**src/hw/sc_cfg.svh**
```systemverilog
// Constants of the smart-card character unit: offsets, fields, resets,
// and bit timing counts. Included by the design modules.
`ifndef SC_CFG_SVH
`define SC_CFG_SVH

// Bit timing: basic-clock counts, frame slot numbers and the system-clock half divider
`define SC_ETU_TICKS 9'h174
`define SC_SAMPLE_TICK 9'h0ba
`define SC_FRAME_BITS 4'ha
`define SC_ERR_SLOT 4'ha
`define SC_LAST_SLOT 4'hb
`define SC_BASE_HALF_DIV 4'h2

// Register offsets on the plain register port
`define SC_OFS_CTRL 2'h0
`define SC_OFS_STATUS 2'h1
`define SC_OFS_TXDATA 2'h2
`define SC_OFS_RXDATA 2'h3

// Control register fields
`define SC_CTRL_TX_EN 0
`define SC_CTRL_RX_EN 1
`define SC_CTRL_TX_IRQ_EN 2
`define SC_CTRL_RX_IRQ_EN 3
`define SC_CTRL_ODD_PAR 4
`define SC_CTRL_RESET 5'h00

// Status register fields
`define SC_ST_TX_END 0
`define SC_ST_RX_FULL 1
`define SC_ST_PAR_ERR 2
`define SC_ST_ERR_SIG 3
`define SC_ST_BUSY 4
`define SC_TX_END_RESET 1'b1

`endif

```
**src/hw/sc_pkg.sv**
```systemverilog
// Types shared by the smart-card character unit modules.
// Assumes sc_cfg.svh is on the include path.
package sc_pkg;
  // Frame sequencer states, Gray coded along idle, frame, guard
  typedef enum logic [1:0] {
    ST_IDLE = 2'h0,
    ST_FRAME = 2'h1,
    ST_GUARD = 2'h3
  } scState_t;

  // Direction of the frame in progress
  typedef enum logic {
    DIR_RX = 1'b0,
    DIR_TX = 1'b1
  } scDir_t;
endpackage

```
**src/hw/sc_tick_if.sv**
```systemverilog
// Carrier for the basic clock between the divider and the sequencer.
// Assumes both ends run on the same system clock.
`timescale 1ns/1ps
interface sc_tick_if;
  logic tick;
  logic cardClk;
  modport gen (output tick, output cardClk);
  modport use_end (input tick, input cardClk);
endinterface // sc_tick_if

```
**src/hw/smart_card_char_retransmit.sv**
```systemverilog
// Smart-card character unit: one open-drain data line, a card clock,
// a plain register port and three request outputs.
// Assumes a pull-up on the data line and the card on the same line.
//
// Notes on behaviour
// Bits timed from 372-cycle basic clock periods
// Start falling edge, seen on basic clock, aligns timing
// Each received bit captured at 186th basic cycle; the code captures at the 185th
// Frame: start, eight data, parity, ten bits
// Bad parity sets parity flag, error request
// Software clears parity flag before next parity
// Bad parity frame never sets receive-full flag
// Good parity leaves parity flag untouched
// Good parity sets receive-full, receive request
// Good frame: line released in error interval
// Returned error signal sets error flag, request
// Software clears error flag before next parity
// Rejected frame: no end flag, resent automatically
// No error signal leaves error flag clear
// Clean frame sets end flag, transmit request
// Character protocol only, always signalling, resending
// No transmit-end request exists in this mode
// Character kept readable despite parity error
// Error shown by pulling line low after parity
// Resend starts right after error interval, same byte; the code resends only after the guard slot that follows it
//
// Design decisions made here: the address-and-strobe port and the address map.
`timescale 1ns/1ps
`include "sc_cfg.svh"
module smart_card_char_retransmit
  import sc_pkg::*;
#(
  parameter logic [3:0] BASE_HALF_DIV = `SC_BASE_HALF_DIV,
  parameter logic [8:0] ETU_TICKS = `SC_ETU_TICKS,
  parameter logic [8:0] SAMPLE_TICK = `SC_SAMPLE_TICK
) (
  // Clock and reset
  input wire logic clk_sys,
  input wire logic nrst,
  // Register port
  input wire logic [1:0] regAddr,
  input wire logic [7:0] regWdata,
  input wire logic regWrite,
  input wire logic regRead,
  output logic [7:0] regRdata,
  // Card data line, open drain
  input wire logic dataIn,
  output logic dataOut,
  output logic dataOe,
  // Card clock
  output logic cardClk,
  // Requests
  output logic tx_empty_irq,
  output logic rx_full_irq,
  output logic comm_error_irq
);
  sc_tick_if tickBus ();

  // Basic clock generator
  sc_base_clock #(
    .HALF_DIV(BASE_HALF_DIV)
  ) u_base (
    .clk_sys(clk_sys),
    .nrst(nrst),
    .tb(tickBus.gen)
  );

  logic tick;
  assign tick = tickBus.tick;
  assign cardClk = tickBus.cardClk;

  // ---------------- Register state ----------------
  logic [4:0] ctrl_q, ctrl_d;
  logic tx_end_flag_q, tx_end_flag_d;
  logic rx_full_flag_q, rx_full_flag_d;
  logic parity_error_flag_q, parity_error_flag_d;
  logic error_signal_flag_q, error_signal_flag_d;
  logic [7:0] txBuf_q, txBuf_d;
  logic txPending_q, txPending_d;
  logic [7:0] rx_data_reg_q, rx_data_reg_d;
  logic [7:0] rdata_q, rdata_d;

  // ---------------- Line sampling state ----------------
  logic lineMeta_q, lineSync_q, linePrev_q, linePrev_d;

  // ---------------- Sequencer state ----------------
  scState_t state_q, state_d;
  scDir_t dir_q, dir_d;
  logic [8:0] tickCnt_q, tickCnt_d;
  logic [3:0] slot_q, slot_d;
  logic [7:0] shift_q, shift_d;
  logic parBad_q, parBad_d;
  logic errSeen_q, errSeen_d;
  logic driveLow_q, driveLow_d;

  // Sequencer events, read by the register logic
  logic evParErr, evRxGood, evErrSig, evTxDone, txTaken;

  logic txEn, rxEn, oddPar;
  assign txEn = ctrl_q[`SC_CTRL_TX_EN];
  assign rxEn = ctrl_q[`SC_CTRL_RX_EN];
  assign oddPar = ctrl_q[`SC_CTRL_ODD_PAR];

  // Two-stage synchroniser on the data line
  always_ff @(posedge clk_sys) begin
    if (!nrst) begin
      lineMeta_q <= 1'b1;
      lineSync_q <= 1'b1;
    end else begin
      lineMeta_q <= dataIn;
      lineSync_q <= lineMeta_q;
    end
  end

  // Line level as it stood at the previous basic clock tick
  always_comb begin
    linePrev_d = linePrev_q;
    if (tick) begin
      linePrev_d = lineSync_q;
    end
  end

  logic startEdge, sampleNow, bitEnd;
  // Falling edge judged only on basic clock ticks
  assign startEdge = tick && linePrev_q && !lineSync_q;
  // 185th basic cycle of the current bit period
  assign sampleNow = tick && (tickCnt_q == SAMPLE_TICK - 9'h1);
  // Last basic cycle of a bit period
  assign bitEnd = tick && (tickCnt_q == ETU_TICKS);

  // Level the transmitter puts on the line for a frame slot
  function automatic logic txBitLevel(input logic [3:0] slot,
                                      input logic [7:0] data,
                                      input logic odd);
    logic lvl;
    lvl = 1'b1;
    if (slot == 4'h0) begin
      lvl = 1'b0;
    end else if (slot <= 4'h8) begin
      lvl = data[slot[2:0] - 3'h1];
    end else if (slot == `SC_FRAME_BITS - 4'h1) begin
      lvl = ^data ^ odd;
    end
    return lvl;
  endfunction

  // Frame sequencer: start, data, parity, error interval, guard
  always_comb begin
    state_d = state_q;
    dir_d = dir_q;
    tickCnt_d = tickCnt_q;
    slot_d = slot_q;
    shift_d = shift_q;
    parBad_d = parBad_q;
    errSeen_d = errSeen_q;
    driveLow_d = 1'b0;
    evParErr = 1'b0;
    evRxGood = 1'b0;
    evErrSig = 1'b0;
    evTxDone = 1'b0;
    txTaken = 1'b0;
    if (tick && state_q != ST_IDLE) begin
      tickCnt_d = bitEnd ? 9'h1 : tickCnt_q + 9'h1;
      slot_d = bitEnd ? slot_q + 4'h1 : slot_q;
    end
    case (state_q)
      ST_IDLE: begin
        tickCnt_d = 9'h1;
        slot_d = 4'h0;
        errSeen_d = 1'b0;
        parBad_d = 1'b0;
        if (tick && txEn && txPending_q) begin
          state_d = ST_FRAME;
          dir_d = DIR_TX;
          shift_d = txBuf_q;
          txTaken = 1'b1;
        end else if (rxEn && !txEn && startEdge) begin
          state_d = ST_FRAME;
          dir_d = DIR_RX;
        end
      end
      ST_FRAME: begin
        if (dir_q == DIR_TX) begin
          driveLow_d = !txBitLevel(slot_d, shift_q, oddPar);
        end else if (sampleNow && slot_q != 4'h0) begin
          if (slot_q <= 4'h8) begin
            shift_d = {lineSync_q, shift_q[7:1]};
          end else begin
            parBad_d = ^shift_q ^ lineSync_q ^ oddPar;
          end
        end
        if (bitEnd && slot_q == `SC_FRAME_BITS - 4'h1) begin
          state_d = ST_GUARD;
          if (dir_q == DIR_RX) begin
            evParErr = parBad_q;
            evRxGood = !parBad_q;
          end
        end
      end
      ST_GUARD: begin
        if (dir_q == DIR_RX) begin
          // Pull low only after a bad parity; otherwise released
          driveLow_d = parBad_q && slot_d == `SC_ERR_SLOT;
        end else if (sampleNow && slot_q == `SC_ERR_SLOT) begin
          errSeen_d = !lineSync_q;
          evErrSig = !lineSync_q;
        end
        if (bitEnd && slot_q == `SC_LAST_SLOT) begin
          if (dir_q == DIR_TX && errSeen_q) begin
            // Same byte goes again in the very next slot
            state_d = ST_FRAME;
            slot_d = 4'h0;
            errSeen_d = 1'b0;
            driveLow_d = 1'b1;
          end else begin
            state_d = ST_IDLE;
            evTxDone = dir_q == DIR_TX;
          end
        end
      end
      default: begin
        state_d = ST_IDLE;
      end
    endcase
  end

  // Sequencer registers
  always_ff @(posedge clk_sys) begin
    if (!nrst) begin
      state_q <= ST_IDLE;
      dir_q <= DIR_RX;
      tickCnt_q <= 9'h1;
      slot_q <= 4'h0;
      shift_q <= 8'h00;
      parBad_q <= 1'b0;
      errSeen_q <= 1'b0;
      driveLow_q <= 1'b0;
      linePrev_q <= 1'b1;
    end else begin
      state_q <= state_d;
      dir_q <= dir_d;
      tickCnt_q <= tickCnt_d;
      slot_q <= slot_d;
      shift_q <= shift_d;
      parBad_q <= parBad_d;
      errSeen_q <= errSeen_d;
      driveLow_q <= driveLow_d;
      linePrev_q <= linePrev_d;
    end
  end

  // Open-drain line: only ever pulls low
  assign dataOut = 1'b0;
  assign dataOe = driveLow_q;

  logic wrCtrl, wrStatus, wrTx;
  assign wrCtrl = regWrite && regAddr == `SC_OFS_CTRL;
  assign wrStatus = regWrite && regAddr == `SC_OFS_STATUS;
  assign wrTx = regWrite && regAddr == `SC_OFS_TXDATA;

  // Register file: a hardware set wins over a clear in the same cycle
  always_comb begin
    ctrl_d = wrCtrl ? regWdata[4:0] : ctrl_q;
    txBuf_d = wrTx ? regWdata : txBuf_q;
    txPending_d = wrTx | (txPending_q & ~txTaken);
    rx_data_reg_d = rx_data_reg_q;
    if (evParErr || evRxGood) begin
      rx_data_reg_d = shift_q;
    end
    // Writing a new byte clears the end flag
    tx_end_flag_d = evTxDone | (tx_end_flag_q & ~wrTx);
    rx_full_flag_d = evRxGood | (rx_full_flag_q &
      ~(wrStatus & regWdata[`SC_ST_RX_FULL]));
    parity_error_flag_d = evParErr | (parity_error_flag_q &
      ~(wrStatus & regWdata[`SC_ST_PAR_ERR]));
    error_signal_flag_d = evErrSig | (error_signal_flag_q &
      ~(wrStatus & regWdata[`SC_ST_ERR_SIG]));
    rdata_d = 8'h00;
    if (regRead) begin
      case (regAddr)
        `SC_OFS_CTRL: rdata_d = {3'h0, ctrl_q};
        `SC_OFS_STATUS: begin
          rdata_d = {3'h0, state_q != ST_IDLE, error_signal_flag_q,
            parity_error_flag_q, rx_full_flag_q, tx_end_flag_q};
        end
        `SC_OFS_TXDATA: rdata_d = txBuf_q;
        `SC_OFS_RXDATA: rdata_d = rx_data_reg_q;
        default: rdata_d = 8'h00;
      endcase
    end
  end

  // Register file flops
  always_ff @(posedge clk_sys) begin
    if (!nrst) begin
      ctrl_q <= `SC_CTRL_RESET;
      tx_end_flag_q <= `SC_TX_END_RESET;
      rx_full_flag_q <= 1'b0;
      parity_error_flag_q <= 1'b0;
      error_signal_flag_q <= 1'b0;
      txBuf_q <= 8'h00;
      txPending_q <= 1'b0;
      rx_data_reg_q <= 8'h00;
      rdata_q <= 8'h00;
    end else begin
      ctrl_q <= ctrl_d;
      tx_end_flag_q <= tx_end_flag_d;
      rx_full_flag_q <= rx_full_flag_d;
      parity_error_flag_q <= parity_error_flag_d;
      error_signal_flag_q <= error_signal_flag_d;
      txBuf_q <= txBuf_d;
      txPending_q <= txPending_d;
      rx_data_reg_q <= rx_data_reg_d;
      rdata_q <= rdata_d;
    end
  end

  assign regRdata = rdata_q;

  // Request outputs; there is no transmit-end request at all
  assign tx_empty_irq = tx_end_flag_q & ctrl_q[`SC_CTRL_TX_IRQ_EN];
  assign rx_full_irq = rx_full_flag_q & ctrl_q[`SC_CTRL_RX_IRQ_EN];
  assign comm_error_irq = (parity_error_flag_q | error_signal_flag_q) &
    ctrl_q[`SC_CTRL_RX_IRQ_EN];
endmodule // smart_card_char_retransmit

```
**src/hw/sc_base_clock.sv**
```systemverilog
// Basic clock divider: a square card clock and a one-cycle tick on each
// of its rising edges. Assumes clk_sys and a synchronous low reset.
`timescale 1ns/1ps
`include "sc_cfg.svh"
module sc_base_clock
  import sc_pkg::*;
#(
  parameter logic [3:0] HALF_DIV = `SC_BASE_HALF_DIV
) (
  // Clock and reset
  input wire logic clk_sys,
  input wire logic nrst,
  // Basic clock out
  sc_tick_if.gen tb
);
  logic [3:0] divCnt_q, divCnt_d;
  logic clkLvl_q, clkLvl_d;
  logic tick_q, tick_d;

  // Half-period counter toggles the card clock; tick marks the rise
  always_comb begin
    divCnt_d = divCnt_q + 4'h1;
    clkLvl_d = clkLvl_q;
    tick_d = 1'b0;
    if (divCnt_q >= HALF_DIV - 4'h1) begin
      divCnt_d = 4'h0;
      clkLvl_d = ~clkLvl_q;
      tick_d = ~clkLvl_q;
    end
  end

  // Divider registers
  always_ff @(posedge clk_sys) begin
    if (!nrst) begin
      divCnt_q <= 4'h0;
      clkLvl_q <= 1'b0;
      tick_q <= 1'b0;
    end else begin
      divCnt_q <= divCnt_d;
      clkLvl_q <= clkLvl_d;
      tick_q <= tick_d;
    end
  end

  assign tb.tick = tick_q;
  assign tb.cardClk = clkLvl_q;
endmodule // sc_base_clock

```
**config.mk**
```make
export PLATFORM = sky130hd
export DESIGN_NAME = smart_card_char_retransmit
export DESIGN_NICKNAME = d
export VERILOG_FILES = /design/src/hw/sc_pkg.sv /design/src/hw/sc_tick_if.sv /design/src/hw/smart_card_char_retransmit.sv /design/src/hw/sc_base_clock.sv
export VERILOG_INCLUDE_DIRS = /design/src /design/src/hw
export SDC_FILE = /design/constraint.sdc
export NUM_CORES = 1
export LEC_CHECK = 0
export ABC_CLOCK_PERIOD_IN_PS = 2950
export BUFFER_PORTS_ARGS = -buffer_cell sky130_fd_sc_hd__buf_2
export CORE_UTILIZATION = 60
export CTS_BUF_LIST = sky130_fd_sc_hd__clkbuf_4 sky130_fd_sc_hd__clkbuf_8 sky130_fd_sc_hd__clkbuf_16
export DETAILED_ROUTE_END_ITERATION = 8
export PLACE_DENSITY = 0.86
export SLEW_MARGIN = 20
export SYNTH_ARGS = -nofsm -noshare
export SYNTH_HDL_FRONTEND = slang
export SYNTH_SLANG_ARGS = --single-unit
export TNS_END_PERCENT = 100
```
**constraint.sdc**
```tcl
create_clock -name clk_sys -period 2.95 [get_ports clk_sys]
set_input_delay 0.59 -clock clk_sys [delete_from_list [all_inputs] [get_ports clk_sys]]
set_output_delay 0.59 -clock clk_sys [all_outputs]
set_load 0.02 [all_outputs]
```
======== Word-level counts from Yosys, hierarchy flattened ========
Index checks and enable logic that the tools add are counted.
storage, ports and cells
  register bits after elaboration ......... 70
  logic and storage cells ................. 173
operators by class
  add/subtract/negate cells ............... 4
  $lt $le $gt $ge ......................... 4
  equality and inequality tests ........... 20
  multiplexer cells ....................... 55
  bitwise operators ....................... 27
  reduce and logical (&&, ||, !) cells .... 40
operator list
  operator               count
  $mux W1                34
  $mux W8                4
  $pmux W8 S4            1
  $eq A4 B4 Y1 const B   5
  $logic_and A1 B1 Y1    18
  $mux W4                4
  $pmux W8 S2            1
  $ne A2 B2 Y1 const B   7
  $and A1 B1 Y1          11
  $add A9 B1 Y9 const B  1
  $eq A9 B8 Y1 const B   1
  $eq A9 B9 Y1 const B   1
  $mux W9                1
  $add A4 B1 Y4 const B  2
  $le A4 B4 Y1 const B   2
  $mux W2                4
  $pmux W4 S2            1
  $reduce_bool A2 Y1     4
  $reduce_xor A8 Y1      1
  $not A1 Y1             7
  $eq A2 B2 Y1 const B   3
  $or A1 B1 Y1           6
  $pmux W1 S2            3
  $pmux W2 S3            1
  17 further kinds       27

======== Longest topological paths before layout ========
Gate-level depths: netlist of run 1.
  word-level depth ........................ 14
  gate-level depth with buffers ........... 12

======== Hierarchy ========
Synthesis of run 1 repeated with hierarchy kept, for this count alone.
unflattened totals
  cell total of the unflattened synthesis .. 373
  area total of the unflattened synthesis .. 3498.4 µm²
modules (own cells, without submodules)
  module                      times used  cells an instance  area each (µm²)
  smart_card_char_retransmit  1           353                3263.1
  sc_base_clock               1           20                 235.2

======== Worst setup path before layout of run 1 ========
Ideal clock, no wire load.
  path type ............................... flip-flop to flip-flop
  start point ............................. reg state_q[0]
  end point ............................... reg driveLow_q (netlist: dataOe)
  setup time .............................. 59 ps
  data arrival time ....................... 2547 ps
  required time ........................... 2891 ps
  slack ................................... 343 ps
  stages on the path, launching flop included .. 12
  path buffers ............................ 2
  clock period less this slack ............ 2607 ps
  path through ............................ dfxtp_1 -> inv_1 -> ha_1 -> and3b_1 -> buf_2 -> a31oi_1 -> or2_1 -> buf_6 -> ha_1 -> mux4_1 -> a21oi_1 -> a32o_2
between the ends
  longest elaborated chain between the ends .. 13
  elaborated cells on any way between the ends .. 24
RTL lines
  element                        line                               RTL
  from (decl)                    smart_card_char_retransmit.sv:87   scState_t state_q, state_d;
  from (signal assigned)         smart_card_char_retransmit.sv:240  state_q <= state_d;
  $reduce_bool A2 Y1             smart_card_char_retransmit.sv:162  if (tick && state_q != ST_IDLE) begin
  $logic_and A1 B1 Y1            smart_card_char_retransmit.sv:162
  $mux W4                        smart_card_char_retransmit.sv:162
  $sub A3 B1 Y3                  smart_card_char_retransmit.sv:140  lvl = data[slot[2:0] - 3'h1];
  $bmux W1 S3                    smart_card_char_retransmit.sv:140
  $mux W1 (not written as such)  smart_card_char_retransmit.sv:140
  $mux W1                        smart_card_char_retransmit.sv:139  end else if (slot <= 4'h8) begin
  $mux W1                        smart_card_char_retransmit.sv:137  if (slot == 4'h0) begin
  $mux W1                        smart_card_char_retransmit.sv:183  if (dir_q == DIR_TX) begin
  $mux W1                        smart_card_char_retransmit.sv:166  case (state_q)
  $logic_not A1 Y1               smart_card_char_retransmit.sv:184  driveLow_d = !txBitLevel(slot_d, shift_q, oddPar);
  $mux W1                        smart_card_char_retransmit.sv:183
  $pmux W1 S2 *                  smart_card_char_retransmit.sv:166
  to (signal assigned)           smart_card_char_retransmit.sv:247  driveLow_q <= driveLow_d;
  to (decl)                      smart_card_char_retransmit.sv:94   logic driveLow_q, driveLow_d;
Mark *: on every way between the ends. The rest lies on a longest branch, timed or not. The select of a mux whose other input is x is not followed.
A chain may end at the register's enable or synchronous reset.

======== Worst setup path in the final report of run 1 ========
Ends and elaborated chain as after synthesis.

==> results.sh, run 1 <==
export IMPL_finalSetupViolCount=0
export IMPL_syn_area_um2=3560
export IMPL_tightestPinTransition_ps=796
export IMPL_rsz0062_at_grt="no"
export IMPL_syn_to_final_growth_pct=10.1
export IMPL_crit_arrival_ps=3070
export IMPL_skew_ps=11.4
export IMPL_insertedDiodeCount=0
export IMPL_yosysWarnings=0
export IMPL_final_cells=471
export IMPL_grt_pass1_vias=2677
export IMPL_r2r_start="state_q[0]$_SDFFE_PN0P_"
export IMPL_clockPowerShare_pct=38.0
export IMPL_outcome="completed"
export IMPL_yosysMostFrequentCell="dfxtp_1"
export IMPL_ctsHoldBuffers=0
export IMPL_crit_path_max_fanout=8
export IMPL_period_share_pct=93.8
export IMPL_crit_path_max_incr_delay_ps=560
export IMPL_grt_util_met1_pct=35.8
export IMPL_final_util_pct=69.9
export IMPL_ys_top_cells_by_area="dfxtp_1 39%, mux2i_1 8.4%, ha_1 4.9%, nand2_1 3.7%, nor2b_1 3.5%"
export IMPL_critPathMostFrequentCell="ha_1"
export IMPL_hpwl_mm=5.51
export IMPL_async_flop_share_pct=0
export IMPL_final_hold_violation_count=0
export IMPL_drtAntennaViolNets=0
export IMPL_ys_flop_type="dfxtp_1"
export IMPL_path_clk_slew_ps=70
export IMPL_core_um2=5610
export IMPL_drive_above_1_share_pct=15.5
export IMPL_finalInstanceArea_um2=3920
export IMPL_power_density_nw_per_um2=525
export IMPL_antenna_found_initial=0
export IMPL_setup_worst_path_end_class="flip-flop"
export IMPL_path_class="reg -> reg"
export IMPL_postCtsSetupBuffers=0
export IMPL_dpl_cell_area_um2=3720
export IMPL_gp_congestion=0.902
export IMPL_grt_max_degree=55
export IMPL_synthCells=372
export IMPL_synth_area_per_cell_um2=9.57
export IMPL_htreeDepth=3
export IMPL_maxSlewViolCount=0
export IMPL_place_inst=455
export IMPL_grtUsageTotal_pct=26.9
export IMPL_yosys_area_top_type="dfxtp_1"
export IMPL_synth_seq_cells=70
export IMPL_drc=0
export IMPL_drv_cap=0
export IMPL_drt_wl_total_mm=7.72
export IMPL_fp_dieH_um=79.0
export IMPL_layout_min_cycle_time_ps=2770
export IMPL_slew_headroom_pct=46.2
export IMPL_p_leak_nw=1.66
export IMPL_io_pins=29
export IMPL_fp_dieW_um=79.0
export IMPL_die_area_um2=6240
export IMPL_synth_top_cell_area_share_pct=39.4
export IMPL_cts_sinks=70
export IMPL_fin_tns_setup_ps=0
export IMPL_cp_required_ps=3250
export IMPL_hold_class="in -> reg"
export IMPL_seq_area_frac_synth_pct=39.4
export IMPL_drtPass1Iterations=4
export IMPL_met2_usage_pct=42.4
export IMPL_synth_edff_count=0
export IMPL_clockBufferDepth=2
export IMPL_min_from="dataIn"
export IMPL_wl_per_cell_um=16.4
export IMPL_cts_tree="yes"
export IMPL_cpMaxStageDelayCell="mux4_1"
export IMPL_seq_power_share_pct=49.6
export IMPL_cts_repair_resize_count=0
export IMPL_critPathLaunch="state_q[0]$_SDFFE_PN0P_"
export IMPL_grt_pass1_wl_mm=12.8
export IMPL_grt_overflow=0
export IMPL_p_int_mw=1.51
export IMPL_start_util_pct=63.5
export IMPL_crit_chain="inv_1 > ha_1 > and3b_2 > a31oi_1 > or2_1 > ha_1 > mux4_1 > a21oi_1 > a32o_2"
export IMPL_drt_initial_drc_count=273
export IMPL_ys_types=54
export IMPL_rows=27
export IMPL_numPortBuffers=27
export IMPL_combPwrFrac_pct=12.5
export IMPL_timing_fmax_mhz=361
export IMPL_cts_inserted_buffers=9
export IMPL_vias_per_cell=5.97
export IMPL_busiest_layer="met2"
export IMPL_synth_commonest_cells="70 x dfxtp_1, 35 x nand2_1, 30 x mux2i_1"
export IMPL_cts_root_buf="clkbuf_8"
export IMPL_insertion_delay_ps=360
export IMPL_holdWs_ps=414
export IMPL_switching_share_pct=26.7
export IMPL_cp_start_kind="flip-flop"
export IMPL_netSwitchingPower_uw=550
export IMPL_irDropWorstVdd_uv=448
export IMPL_nNetsFinal=423
export IMPL_met3_usage_pct=5.52
export IMPL_vias=2811
[layout make-up]
class                           instances  area (um2)
Clock buffer                           10         131
Clock inverter                          6        70.1
Fill cell                             440        1690
Inverter                               14        52.6
Multi-Input combinational cell        268        2010
Sequential cell                        70        1400
Tap cell                               72        90.1
Timing Repair Buffer                   31         165
[metrics by stage]
| stage | worst slack (ps) | power, mW |
|---|---|---|
| 6_report | 183 | 2.06 |
| 4_1_cts | 132 | 2.06 |
| 2_1_floorplan | 343 | 1.23 |
| 5_1_grt | 23.1 | 2.13 |
| 3_5_place_dp | 188 | 1.29 |
| 3_3_place_gp | 278 | 1.28 |
[power groups by stage]
stage / Sequential (mW) / Clock, mW / Combinational [mW]
floorplan: 1.03 / 0 / 0.197
global placement: 1.04 / 0 / 0.246
detailed placement: 1.04 / 0 / 0.254
CTS: 1.02 / 0.790 / 0.256
global route: 1.02 / 0.827 / 0.278
finish: 1.02 / 0.781 / 0.256
[registers in the layout, summed over array words and instances (netlist names), 2 cells and up]
| register | cells |
|---|---|
| rx_data_reg_q | 8 |
| tickCnt_q | 9 |
| regRdata | 8 |
| txBuf_q | 8 |
| slot_q | 4 |
| ctrl_q | 5 |
| shift_q | 8 |
| state_q | 2 |
| u_base.divCnt_q | 4 |
[cells in the final DEF (no fill, tap or decap), types with 4 or more instances in the layout]
cell / instances
ha_1: 14
and2_1: 5
buf_4: 4
clkbuf_8: 9
xnor2_1: 13
o21ai_0: 10
nor2b_1: 20
inv_1: 14
xor2_1: 6
nand2_1: 35
nand3_1: 13
and3_1: 14
or3_1: 4
buf_2: 27
a21oi_1: 4
a21boi_0: 11
mux4_2: 5
nor2_1: 20
mux2i_1: 30
nand3b_1: 4
o211a_1: 9
nand4_1: 8
dfxtp_1: 70
[logic make-up (layout without fill, tap and decap cells)]
logic type,Yosys count,after routing,synth area share (%)
and+or+nand+nor,144,144,22.6
AOI/OAI and AO/OA,52,52,11.0
buffers and inverters,35,61,4.36
xor gates and xnor gates,20,20,5.31
other,1,2,0.105
DFF,70,70,39.4
adders and majority gates,14,14,4.92
muxes,36,36,12.3
[metal layers]
metal	share of wire [%]	up-vias
li1	-	1358
met1	45	1353
met2	47	88
met3	6.4	12
met4	1.6	0
met5	0	-
[critical path, delay by kind of cell (launching register included)]
kind | cells | cell delay [ps]
compound gates | 3 | 400
mux | 1 | 560
buf+inv | 1 | 80
flops | 1 | 380
fa+ha+maj | 2 | 640
simple gates | 2 | 650
[worst paths after layout]
| path | to | slack [ps] | cells after the start |
|---|---|---|---|
| hold / removal | lineMeta_q$_SDFF_PN1_ | 410 | 2 |
| setup reg to reg | dataOe$_SDFF_PN0_ | 180 | 9 |
| setup / recovery | dataOe$_SDFF_PN0_ | 180 | 9 |
| hold reg to reg | lineSync_q$_SDFF_PN1_ | 420 | 1 |
(Power assumes the default switching activity.)
==> run 2: changes to the inputs <==
--- a/config.mk
+++ b/config.mk
@@ -6,12 +6,13 @@
 export SDC_FILE = /design/constraint.sdc
 export NUM_CORES = 1
 export LEC_CHECK = 0
+export ABC_AREA = 1
 export ABC_CLOCK_PERIOD_IN_PS = 2950
 export BUFFER_PORTS_ARGS = -buffer_cell sky130_fd_sc_hd__buf_2
-export CORE_UTILIZATION = 60
+export CORE_UTILIZATION = 59
 export CTS_BUF_LIST = sky130_fd_sc_hd__clkbuf_4 sky130_fd_sc_hd__clkbuf_8 sky130_fd_sc_hd__clkbuf_16
 export DETAILED_ROUTE_END_ITERATION = 8
-export PLACE_DENSITY = 0.86
+export PLACE_DENSITY = 0.85
 export SLEW_MARGIN = 20
 export SYNTH_ARGS = -nofsm -noshare
 export SYNTH_HDL_FRONTEND = slang
==> results.sh, run 2 <==
export IMPL_die_area_um2=6250
export IMPL_grt_max_degree=29
export IMPL_synth_top_cell_area_share_pct=40.0
export IMPL_timing_fmax_mhz=402
export IMPL_rows=27
export IMPL_largest_register_ffs=9
export IMPL_synth_seq_cells=70
export IMPL_drc=0
export IMPL_cts_sinks=70
export IMPL_path_clk_slew_ps=80
export IMPL_cts_root_buf="clkbuf_8"
export IMPL_yosys_area_top_type="dfxtp_1"
export IMPL_busiest_layer="met2"
export IMPL_crit_path_max_fanout=6
export IMPL_numPortBuffers=27
export IMPL_fin_tns_setup_ps=0
export IMPL_holdWs_ps=420
export IMPL_layout_min_cycle_time_ps=2490
export IMPL_seq_area_frac_synth_pct=40.0
export IMPL_cts_repair_resize_count=0
export IMPL_setup_worst_path_end_class="flip-flop"
export IMPL_grt_pass1_wl_mm=14.3
export IMPL_ys_flop_type="dfxtp_1"
export IMPL_rsz0062_at_grt="no"
export IMPL_cp_start_kind="flip-flop"
export IMPL_antenna_found_initial=0
export IMPL_core_um2=5610
export IMPL_grt_pass1_vias=3059
export IMPL_hold_class="reg -> reg"
export IMPL_crit_path_max_incr_delay_ps=400
export IMPL_async_flop_share_pct=0
export IMPL_htreeDepth=3
export IMPL_drt_initial_drc_count=449
export IMPL_io_pins=29
export IMPL_finalSetupViolCount=0
export IMPL_postCtsSetupBuffers=0
export IMPL_vias_per_cell=5.64
export IMPL_irDropWorstVdd_uv=468
export IMPL_grtUsageTotal_pct=29.6
export IMPL_drive_above_1_share_pct=14.5
export IMPL_synth_commonest_cells="117 x nand2_1, 70 x dfxtp_1, 54 x inv_1"
export IMPL_insertion_delay_ps=350
export IMPL_grt_util_met1_pct=41.7
export IMPL_hpwl_mm=6.05
export IMPL_path_class="reg -> reg"
export IMPL_synth_area_per_cell_um2=7.24
export IMPL_yosysWarnings=0
export IMPL_drv_cap=0
export IMPL_fp_dieH_um=79.1
export IMPL_ys_types=41
export IMPL_cts_tree="yes"
export IMPL_final_hold_violation_count=0
export IMPL_wl_per_cell_um=14.2
export IMPL_maxSlewViolCount=0
export IMPL_met2_usage_pct=45.4
export IMPL_ys_top_cells_by_area="dfxtp_1 40%, nand2_1 13%, inv_1 5.8%, a21oi_1 5.3%, ha_1 5.0%"
export IMPL_skew_ps=8.09
export IMPL_power_density_nw_per_um2=691
export IMPL_crit_arrival_ps=2730
export IMPL_drtPass1Iterations=5
export IMPL_vias=3336
export IMPL_gp_congestion=0.928
export IMPL_cpMaxStageDelayCell="dfxtp_1"
export IMPL_mostFrequentLayoutCell="nand2_1"
export IMPL_yosysMostFrequentCell="nand2_1"
export IMPL_crit_family="simple AND/OR/NAND/NOR gates"
export IMPL_cp_required_ps=3190
export IMPL_ctsHoldBuffers=0
export IMPL_synth_edff_count=0
export IMPL_n_fill_cell=473
export IMPL_start_util_pct=62.5
export IMPL_clockBufferDepth=2
export IMPL_outcome="completed"
export IMPL_drt_wl_total_mm=8.40
export IMPL_cts_inserted_buffers=9
export IMPL_final_cell_mix="117 x nand2_1, 70 x dfxtp_1, 54 x inv_1, 37 x a21oi_1, 35 x nor2_1"
export IMPL_drtAntennaViolNets=0
export IMPL_p_leak_nw=1.68
export IMPL_synthCells=484
export IMPL_syn_area_um2=3500
export IMPL_grt_overflow=0
export IMPL_top_register="tickCnt_q"
export IMPL_fp_dieW_um=79.1
export IMPL_crit_chain="inv_1 > ha_1 > inv_2 > nand2_4 > nor2_8 > nand3_2 > nand2_1 > nand2_2 > ha_1 > inv_1 > nand3_1 > nand2_1 > nand3_1 > nand2_1 > nor2_1 > nor2_1 > nor2_1"
export IMPL_met3_usage_pct=5.06
export IMPL_period_share_pct=84.4
export IMPL_insertedDiodeCount=0
export IMPL_nNetsFinal=544
export IMPL_crit_buf_inv=3
export IMPL_syn_to_final_growth_pct=11.1
-- run 2: worst paths after layout --
check / start / end / slack, ps / cells past startpoint
max reg2reg: state_q[0]$_SDFFE_PN0P_ / dataOe$_SDFF_PN0_ / 460 / 17
min reg2reg: lineMeta_q$_SDFF_PN1_ / lineSync_q$_SDFF_PN1_ / 420 / 1
min: lineMeta_q$_SDFF_PN1_ / lineSync_q$_SDFF_PN1_ / 420 / 1
max: state_q[0]$_SDFFE_PN0P_ / dataOe$_SDFF_PN0_ / 460 / 17
-- run 2: cell type report --
type	count	area (um2)	area share, %
Inverter	63	238	6.10
Tap cell	72	90.1	2.31
Clock inverter	4	47.5	1.22
Sequential cell	70	1400	36.0
Multi-Input combinational cell	340	1810	46.4
Clock buffer	11	145	3.73
Timing Repair Buffer	31	165	4.24
-- run 2: worst register-to-register path, stage by stage (launching register included) --
cell     delay, ps
dfxtp_1        400
inv_1           90
ha_1           260
inv_2          120
nand2_4         90
nor2_8         160
nand3_2        140
nand2_1        100
nand2_2        100
ha_1           350
inv_1          110
nand3_1         90
nand2_1         70
nand3_1         60
nand2_1         70
nor2_1          40
nor2_1          80
nor2_1          50
-- run 2: cells by family (layout without fill, tap and decap cells) --
group,count (synthesis),count (layout),synth area share (%)
adders and majority gates,14,14,5.00
DFF,70,70,40.0
buffers and inverters,75,109,8.53
other,1,2,0.107
xor gates and xnor gates,3,3,0.750
AOI/OAI and AO/OA,96,96,15.4
and+or+nand+nor,225,225,30.2
-- run 2: report_power, final --
part / total [mW] / switching [mW] / leakage [nW] / internal, mW
logic: 0.791 / 0.531 / 1.01 / 0.260
clock network: 0.773 / 0.358 / 0.0986 / 0.415
registers: 1.13 / 0.0943 / 0.569 / 1.03
total: 2.69 / 0.984 / 1.68 / 1.71
-- run 2: routing by layer --
| layer | vias to the layer above | share of wire (%) |
|---|---|---|
| met3 | 25 | 6.3 |
| met5 | - | 0 |
| met4 | 0 | 2.3 |
| met2 | 124 | 44 |
| li1 | 1646 | - |
| met1 | 1541 | 47 |
-- run 2: per-stage QoR --
stage	total power, mW	instances	instance area, um2	util, %	worst slack, ps
detailed placement	1.91	576	3700	66.0	558
floorplan	1.73	485	3510	-	803
finish	2.69	591	3890	69.5	460
CTS	2.67	591	3890	69.5	504
global placement	1.88	576	3700	66.0	692
global route	2.85	591	3890	69.5	262
